**config.mk**
```make
export PLATFORM = sky130hd
export DESIGN_NAME = pdc_pll_cfg
export DESIGN_NICKNAME = d
export VERILOG_FILES = /design/src/hw/pdc_pll_cfg.v /design/src/hw/pdc_ref_select.v
export VERILOG_INCLUDE_DIRS = /design/src /design/src/hw
export SDC_FILE = /design/constraint.sdc
export NUM_CORES = 1
export LEC_CHECK = 0
export CORE_ASPECT_RATIO = 1.4
export CORE_MARGIN = 4
export CORE_UTILIZATION = 35
export DETAILED_ROUTE_END_ITERATION = 7
export DONT_BUFFER_PORTS = 1
export PLACE_DENSITY = 0.56
export SETUP_SLACK_MARGIN = 0.15
export SLEW_MARGIN = 20
export SYNTH_ARGS = -nofsm -noshare
export SYNTH_HDL_FRONTEND = slang
export SYNTH_SLANG_ARGS = --single-unit
export TNS_END_PERCENT = 100
```
**constraint.sdc**
```tcl
create_clock -name clk_in -period 2.3 [get_ports clk_in]
set_input_delay 0.23 -clock clk_in [delete_from_list [all_inputs] [get_ports clk_in]]
set_output_delay 0.23 -clock clk_in [all_outputs]
set_load 0.1 [all_outputs]
```
**src/hw/pdc_map.vh**
```
// Register map, field positions and reset values of the loop configuration.
// Assumes byte-wide registers on a 32-bit classic Wishbone slave.
`ifndef PDC_MAP_VH
`define PDC_MAP_VH
// Printed offsets are register indexes; byte address is four times these
`define PDC_IDX_REF_CTRL      10'h01C
`define PDC_IDX_ZERO_RES      10'h01D
`define PDC_IDX_PUMP_CUR      10'h0F0
`define PDC_IDX_FB_COUNTS     10'h0F1
`define PDC_IDX_STATUS        10'h0F8
`define PDC_IDX_NRATIO        10'h0F9
`define PDC_RST_REF_CTRL      8'h00
`define PDC_RST_ZERO_RES      8'h00
`define PDC_RST_PUMP_CUR      8'h00
`define PDC_RST_FB_COUNTS     8'hC7
`define PDC_MODE_HI           4
`define PDC_MODE_LO           2
`define PDC_BYP_SEC           1
`define PDC_BYP_PRI           0
`define PDC_A_HI              7
`define PDC_A_LO              6
`define PDC_B_HI              5
`define PDC_B_LO              0
`define PDC_ZR_883K           3'h0
`define PDC_ZR_677K           3'h1
`define PDC_ZR_341K           3'h2
`define PDC_ZR_135K           3'h3
`define PDC_ZR_10K            3'h4
`define PDC_ZR_EXT            3'h5
`define PDC_ZR_BAD            3'h6
`endif

```
**src/hw/pdc_pll_cfg.v**
```verilog
// Loop configuration registers behind a classic Wishbone slave.
// Assumes 32-bit bus, one clock, reference select pin from off chip.
// Notes on behaviour
// - With mode top bit set, the select pin low picks primary, high secondary.
// - With mode top bit clear, 00 holds, 01 reverts, 10/11 force a reference.
// - A bypass bit makes its reference divider divide by one.
// - The zero resistor code decodes to 883, 677, 341, 135, 10k, external, or bad for codes 9 to 15.
// - An 8-bit field sets the output loop charge pump magnitude.
// - The feedback ratio is four times the main count plus the aux count.
// - Main count seven or more accepts any aux count, ratios 28 to 255.
//
// Register access over Wishbone is this design's own decision.
`timescale 1ns/1ps
`include "pdc_map.vh"
module pdc_pll_cfg (
    input  wire        clk_in,
    input  wire        rstn_in,
    input  wire        wb_cyc_in,
    input  wire        wb_stb_in,
    input  wire        wb_we_in,
    input  wire [11:0] wb_adr_in,
    input  wire [3:0]  wb_sel_in,
    input  wire [31:0] wb_dat_in,
    output reg  [31:0] wb_dat_out,
    output reg         wb_ack_out,
    input  wire        ref_sel_pin_in,
    input  wire        primary_reference_ok_in,
    output reg         use_secondary_reference_out,
    output reg         primary_div_bypass_out,
    output reg         secondary_div_bypass_out,
    output reg  [2:0]  input_loop_zero_res_out,
    output reg  [7:0]  output_loop_pump_current_out,
    output reg  [7:0]  output_loop_ratio_out,
    output reg         output_loop_pair_legal_out
);
    reg  [7:0] ref_ctrl;
    reg  [7:0] loop_zero_resistor_select;
    reg  [7:0] output_loop_pump_current;
    reg  [7:0] output_loop_feedback_counts;
    reg  [2:0] sel_sync;
    reg        sel_stable;
    wire       use_sec;
    wire [9:0] idx;
    wire       hit;
    wire       wr;
    reg  [7:0] rd_byte;
    reg  [7:0] next_ratio;
    reg        next_legal;
    reg  [2:0] next_zr;
    wire       wr_ref;
    wire       wr_zero;
    wire       wr_pump;
    wire       wr_counts;

    // Feedback ratio 4B+A; eight bits hold the largest pair exactly
    function [7:0] pdc_ratio;
        input [5:0] b_cnt;
        input [1:0] a_cnt;
        begin
            pdc_ratio = {b_cnt, 2'h0} + {6'h00, a_cnt};
        end
    endfunction

    // Pair legality; unlisted pairs are flagged, not corrected
    function pdc_pair_ok;
        input [5:0] b_cnt;
        input [1:0] a_cnt;
        begin
            case (b_cnt)
                6'h03: pdc_pair_ok = (a_cnt == 2'h0);
                6'h04: pdc_pair_ok = (a_cnt <= 2'h1);
                6'h05: pdc_pair_ok = (a_cnt <= 2'h2);
                6'h06: pdc_pair_ok = (a_cnt <= 2'h2);
                default: pdc_pair_ok = (b_cnt >= 6'h07);
            endcase
        end
    endfunction

    assign idx = wb_adr_in[11:2];
    assign hit = wb_cyc_in & wb_stb_in & ~wb_ack_out;
    assign wr  = hit & wb_we_in & wb_sel_in[0];
    assign wr_ref    = wr & (idx == `PDC_IDX_REF_CTRL);
    assign wr_zero   = wr & (idx == `PDC_IDX_ZERO_RES);
    assign wr_pump   = wr & (idx == `PDC_IDX_PUMP_CUR);
    assign wr_counts = wr & (idx == `PDC_IDX_FB_COUNTS);

    // Three stages; a change counts once the last two agree
    always @(posedge clk_in or negedge rstn_in) begin
        if (!rstn_in) begin
            sel_sync   <= 3'h0;
            sel_stable <= 1'b0;
        end else begin
            sel_sync <= {sel_sync[1:0], ref_sel_pin_in};
            if (sel_sync[1] == sel_sync[2]) begin
                sel_stable <= sel_sync[2];
            end
        end
    end

    pdc_ref_select u_ref_select (
        .clk_in      (clk_in),
        .rstn_in     (rstn_in),
        .mode_in     (ref_ctrl[`PDC_MODE_HI:`PDC_MODE_LO]),
        .sel_in      (sel_stable),
        .pri_ok_in   (primary_reference_ok_in),
        .use_sec_out (use_sec)
    );

    // Ratio and legality; illegal pairs still yield 4B+A, unguaranteed
    always @* begin
        next_ratio = pdc_ratio(
            output_loop_feedback_counts[`PDC_B_HI:`PDC_B_LO],
            output_loop_feedback_counts[`PDC_A_HI:`PDC_A_LO]);
        next_legal = pdc_pair_ok(
            output_loop_feedback_counts[`PDC_B_HI:`PDC_B_LO],
            output_loop_feedback_counts[`PDC_A_HI:`PDC_A_LO]);
    end

    always @* begin
        case (loop_zero_resistor_select[3:0])
            4'h0: next_zr = `PDC_ZR_883K;
            4'h1: next_zr = `PDC_ZR_677K;
            4'h2: next_zr = `PDC_ZR_341K;
            4'h3: next_zr = `PDC_ZR_135K;
            4'h4, 4'h5, 4'h6, 4'h7: next_zr = `PDC_ZR_10K;
            4'h8: next_zr = `PDC_ZR_EXT;
            default: next_zr = `PDC_ZR_BAD;
        endcase
    end

    always @* begin
        case (idx)
            `PDC_IDX_REF_CTRL:  rd_byte = ref_ctrl;
            `PDC_IDX_ZERO_RES:  rd_byte = loop_zero_resistor_select;
            `PDC_IDX_PUMP_CUR:  rd_byte = output_loop_pump_current;
            `PDC_IDX_FB_COUNTS: rd_byte = output_loop_feedback_counts;
            `PDC_IDX_STATUS:    rd_byte = {5'h00, output_loop_pair_legal_out,
                                           sel_stable,
                                           use_secondary_reference_out};
            `PDC_IDX_NRATIO:    rd_byte = output_loop_ratio_out;
            default:            rd_byte = 8'h00;
        endcase
    end

    // One wait state: ack one cycle after the request, dropped next cycle
    always @(posedge clk_in or negedge rstn_in) begin
        if (!rstn_in) begin
            ref_ctrl                    <= `PDC_RST_REF_CTRL;
            loop_zero_resistor_select   <= `PDC_RST_ZERO_RES;
            output_loop_pump_current    <= `PDC_RST_PUMP_CUR;
            output_loop_feedback_counts <= `PDC_RST_FB_COUNTS;
            wb_ack_out                  <= 1'b0;
            wb_dat_out                  <= 32'h00000000;
        end else begin
            wb_ack_out <= hit;
            if (hit) begin
                wb_dat_out <= {24'h000000, rd_byte};
            end
            // Bit 5 of ref_ctrl and bits 7:4 of the zero select are dropped so they read back zero
            if (wr_ref) begin
                ref_ctrl <= wb_dat_in[7:0] & 8'hDF;
            end
            if (wr_zero) begin
                loop_zero_resistor_select <= wb_dat_in[7:0] & 8'h0F;
            end
            if (wr_pump) begin
                output_loop_pump_current <= wb_dat_in[7:0];
            end
            // Any pair is stored; legality is reported, not enforced
            if (wr_counts) begin
                output_loop_feedback_counts <= wb_dat_in[7:0];
            end
        end
    end

    always @(posedge clk_in or negedge rstn_in) begin
        if (!rstn_in) begin
            use_secondary_reference_out  <= 1'b0;
            primary_div_bypass_out       <= 1'b0;
            secondary_div_bypass_out     <= 1'b0;
            input_loop_zero_res_out      <= `PDC_ZR_883K;
            output_loop_pump_current_out <= `PDC_RST_PUMP_CUR;
            output_loop_ratio_out        <= 8'h00;
            output_loop_pair_legal_out   <= 1'b0;
        end else begin
            use_secondary_reference_out  <= use_sec;
            primary_div_bypass_out   <= ref_ctrl[`PDC_BYP_PRI];
            secondary_div_bypass_out <= ref_ctrl[`PDC_BYP_SEC];
            input_loop_zero_res_out      <= next_zr;
            output_loop_pump_current_out <= output_loop_pump_current;
            output_loop_ratio_out        <= next_ratio;
            output_loop_pair_legal_out   <= next_legal;
        end
    end
endmodule // pdc_pll_cfg

```
**src/hw/pdc_ref_select.v**
```verilog
// Reference choice from the mode field and the synchronised select pin.
// Assumes sel_in is already on clk_in; keeps the last pick as state.
`timescale 1ns/1ps
`include "pdc_map.vh"
module pdc_ref_select (
    input  wire       clk_in,
    input  wire       rstn_in,
    input  wire [2:0] mode_in,
    input  wire       sel_in,
    input  wire       pri_ok_in,
    output reg        use_sec_out
);
    reg next_use_sec;
    always @* begin
        next_use_sec = use_sec_out;
        if (mode_in[2]) begin
            next_use_sec = sel_in;
        end else begin
            case (mode_in[1:0])
                2'h0: next_use_sec = use_sec_out;
                2'h1: next_use_sec = ~pri_ok_in; // Revert when primary good
                2'h2: next_use_sec = 1'b0;
                2'h3: next_use_sec = 1'b1;
                default: next_use_sec = use_sec_out;
            endcase
        end
    end
    always @(posedge clk_in or negedge rstn_in) begin
        if (!rstn_in) begin
            use_sec_out <= 1'b0;
        end else begin
            use_sec_out <= next_use_sec;
        end
    end
endmodule // pdc_ref_select

```
==> impl_metrics.toml <==
[routing]
dr_total_vias = 1606
drtAntennaViolNets = 0
viasPerCell = 4.88
routed_wl_mm = 5.93
drtIter0Drc = 96
drc = 0
wl_per_cell_um = 18.0
drt_first_pass_iters = 4

[sta]
min_period_ps = 2000
fin_setup_tns_ps = 0
maxSlewHeadroom_pct = 40.4
tightest_slew_ps = 894
fin_worst_skew_ps = 6.57
slew_viol_final = 0
hold_violations = 0
timing.fmax_ghz = 0.500
rsz0062_at_grt = "no"
period_share_pct = 87.0
setup_viol = 0

[worst_setup_path]
cp_max_fo = 9
slowest_delay_ps = 600
critPathTopFamily = "simple AND/OR/NAND/NOR gates"
cp_num_buf_inv = 1
worstPathRequired_ps = 2520
path_class = "reg2reg"
startpoint_type = "flop"
critPathCapture = "output_loop_pump_current[3]"
worstPathArrival_ps = 2220
crit_path_end_kind = "flop"
cp_num_cells = 5
rr_worst_depth = 5
setup.worst_path.start = "wb_ack_out"
reg2reg_from = "wb_ack_out"
cpMaxStageDelayCell = "or4_4"
crit_chain = "nand3b_4 > clkinv_2 > nand4_4 > or4_4 > mux2_4"
r2r_slack_ps = 300
rr_endpoint = "output_loop_pump_current[3]"

[finish]
mostFrequentLayoutCells = "58 x dfrtp_1, 25 x buf_4, 24 x conb_1, 19 x mux2_2, 10 x mux2i_1"
final_common_cell = "dfrtp_1"
nNetsFinal = 282
nFillCells = 694
ff_latch_area_um2 = 1610
drive_gt1_share_pct = 37.9
syn2layout_area_growth_pct = 17.7
n_antenna_cell = 0
multiInputGateArea_um2 = 993
fin_cells = 329

[logic_synthesis]
ys_seq_area_share_pct = 58.8
syn_inst = 193
yosys_warnings = 0
syn_area_um2 = 2740
synth-edff-count = 0
syn_area_per_cell_um2 = 14.2
ys_async_sr_fraction_pct = 100
synth_xor_area_share_pct = 0
ys_types = 38
synthFlopType = "dfrtp_1"
synth.area.mux_share_pct = 18.3
synth_fa_ha_area_share_pct = 0.732
synth-seq-cells = 64
synthSimpleGateAreaFrac_pct = 7.91
synth_top_family_by_area = "multiplexers"
synth_compound_area_share_pct = 6.04

[global_route]
grt-busiest-layer = "met2"
gr-usage-met1_pct = 14.7
grt_use_met3_pct = 5.30
met2_usage_pct = 22.8
grt_max_degree = 65
grt_pass1_wl_mm = 9.03
grt_usage_pct = 13.6
grt_pass1_vias = 1598
antenna_found_initial = 0
grt_overflow = 0

[clocking]
cts_buffer_depth = 2
numClockSinks = 64
cts_tree = "done"
cts_resized = 0
htreeDepth = 3
clock_latency_ps = 340
cts-root-buf = "clkbuf_8"
clk_pin_slew_ps = 80
cts_buffers = 9

[min_path]
hold_class = "in2reg"

[die]
io_pins = 111
start_util_pct = 36.5
fp.dieH_um = 113
rows = 37
die_width_um = 82.7
die_area_um2 = 9310
core_area_um2 = 7500

[outcome]
status = "finished, final reports clean"

[power_and_ir_drop]
power_leakage_uw = 0.00163
ir_drop_uv = 421
power_density_nw_per_um2 = 801
power_uw = 2580

[place]
place_hpwl_mm = 4.23
io_buffers = 0
gp_congestion = 0.746
dp.cells = 310

[run]
max_cap_violations = 0
-- per-stage QoR --
step           setup WS, ps  cell area (µm²)  hold WS [ps]  util [%]
6_report                298             3220          31.7      42.9
3_3_place_gp            291             2930         -64.0      39.0
3_5_place_dp            303             2930         -64.1      39.0
2_1_floorplan           221             2820         -65.6         -
5_1_grt                 234             3220          11.0      42.9
4_1_cts                 286             3220          12.3      42.9
-- cell type report --
type                       count  area share [%]
clock inverter                 7            3.73
timing repair buffer          28            7.31
sequential                    64            50.0
multi-input combinational    120            30.9
inverter                       4           0.505
clock buffer                   9            3.85
tap                           97            3.77
-- logic make-up after synthesis --
family          Yosys count
compound gates           24
flops                    64
mux                      40
buf+inv                  32
simple gates             30
fa+ha+maj                 2
other cells               1
-- timing repair --
action	CTS	global route
setup buffers	0	0
hold buffers	3	0
hold endpoints to repair	65	0
-- where the power goes --
group / internal, µW / switching, µW / leakage (µW) / total, µW
Sequential: 1140 / 9.44 / 0.000855 / 1150
Clock: 721 / 446 / 0.000119 / 1170
Combinational: 31.6 / 233 / 0.000660 / 265
-- how the worst min path moves through the flow --
stage,startpoint,endpoint,cells past startpoint
3_3_place_gp,rstn_in,output_loop_pump_current_out[5],0
5_1_grt,wb_dat_in[0],output_loop_pump_current[0],1
3_5_place_dp,rstn_in,output_loop_pump_current_out[5],0
4_1_cts,wb_dat_in[0],output_loop_pump_current[0],1
6_report,wb_dat_in[0],output_loop_pump_current[0],1
2_1_floorplan,rstn_in,input_loop_zero_res_out[0],0
-- cells in the mapped netlist, types with 2 or more instances --
cell type / count / share of area, %
mux2_4: 8 / 4.4
inv_1: 3 / 0.41
nor2_1: 7 / 0.96
dfrtp_1: 59 / 54
buf_4: 24 / 6.6
nand2_1: 8 / 1.1
nor3_2: 2 / 0.73
o22ai_1: 2 / 0.46
mux2_2: 19 / 7.8
a2bb2oi_1: 4 / 1.3
mux2i_1: 10 / 3.7
nor2b_1: 2 / 0.46
o21ai_0: 8 / 1.5
a21o_1: 4 / 1.1
maj3_1: 2 / 0.73
dfstp_2: 5 / 4.8
mux4_2: 3 / 2.5
a221o_1: 2 / 0.73
clkbuf_1: 2 / 0.27
-- worst register-to-register path: cells and delay by family (launching register included) --
family / cells / cell delay [ps]
buffers and inverters: 1 / 120
and+or+nand+nor: 3 / 1030
muxes: 1 / 340
DFF: 1 / 400
-- routing by layer --
layer / vias to the layer above / wire, µm / part of all wire (%)
met3: 10 / 527 / 8.9
met5: - / 0 / 0
met1: 832 / 2110 / 35
met4: 0 / 128 / 2.2
met2: 64 / 3170 / 53
li1: 700 / - / -
-- state kept, by name, indices dropped and copies added, names as in the netlist, 3 cells and up --
register	flops
output_loop_ratio_out	8
wb_dat_out	8
output_loop_feedback_counts	8
ref_ctrl	7
loop_zero_resistor_select	4
sel_sync	3
output_loop_pump_current	8
input_loop_zero_res_out	3
output_loop_pump_current_out	8
(Power assumes the default switching activity.)
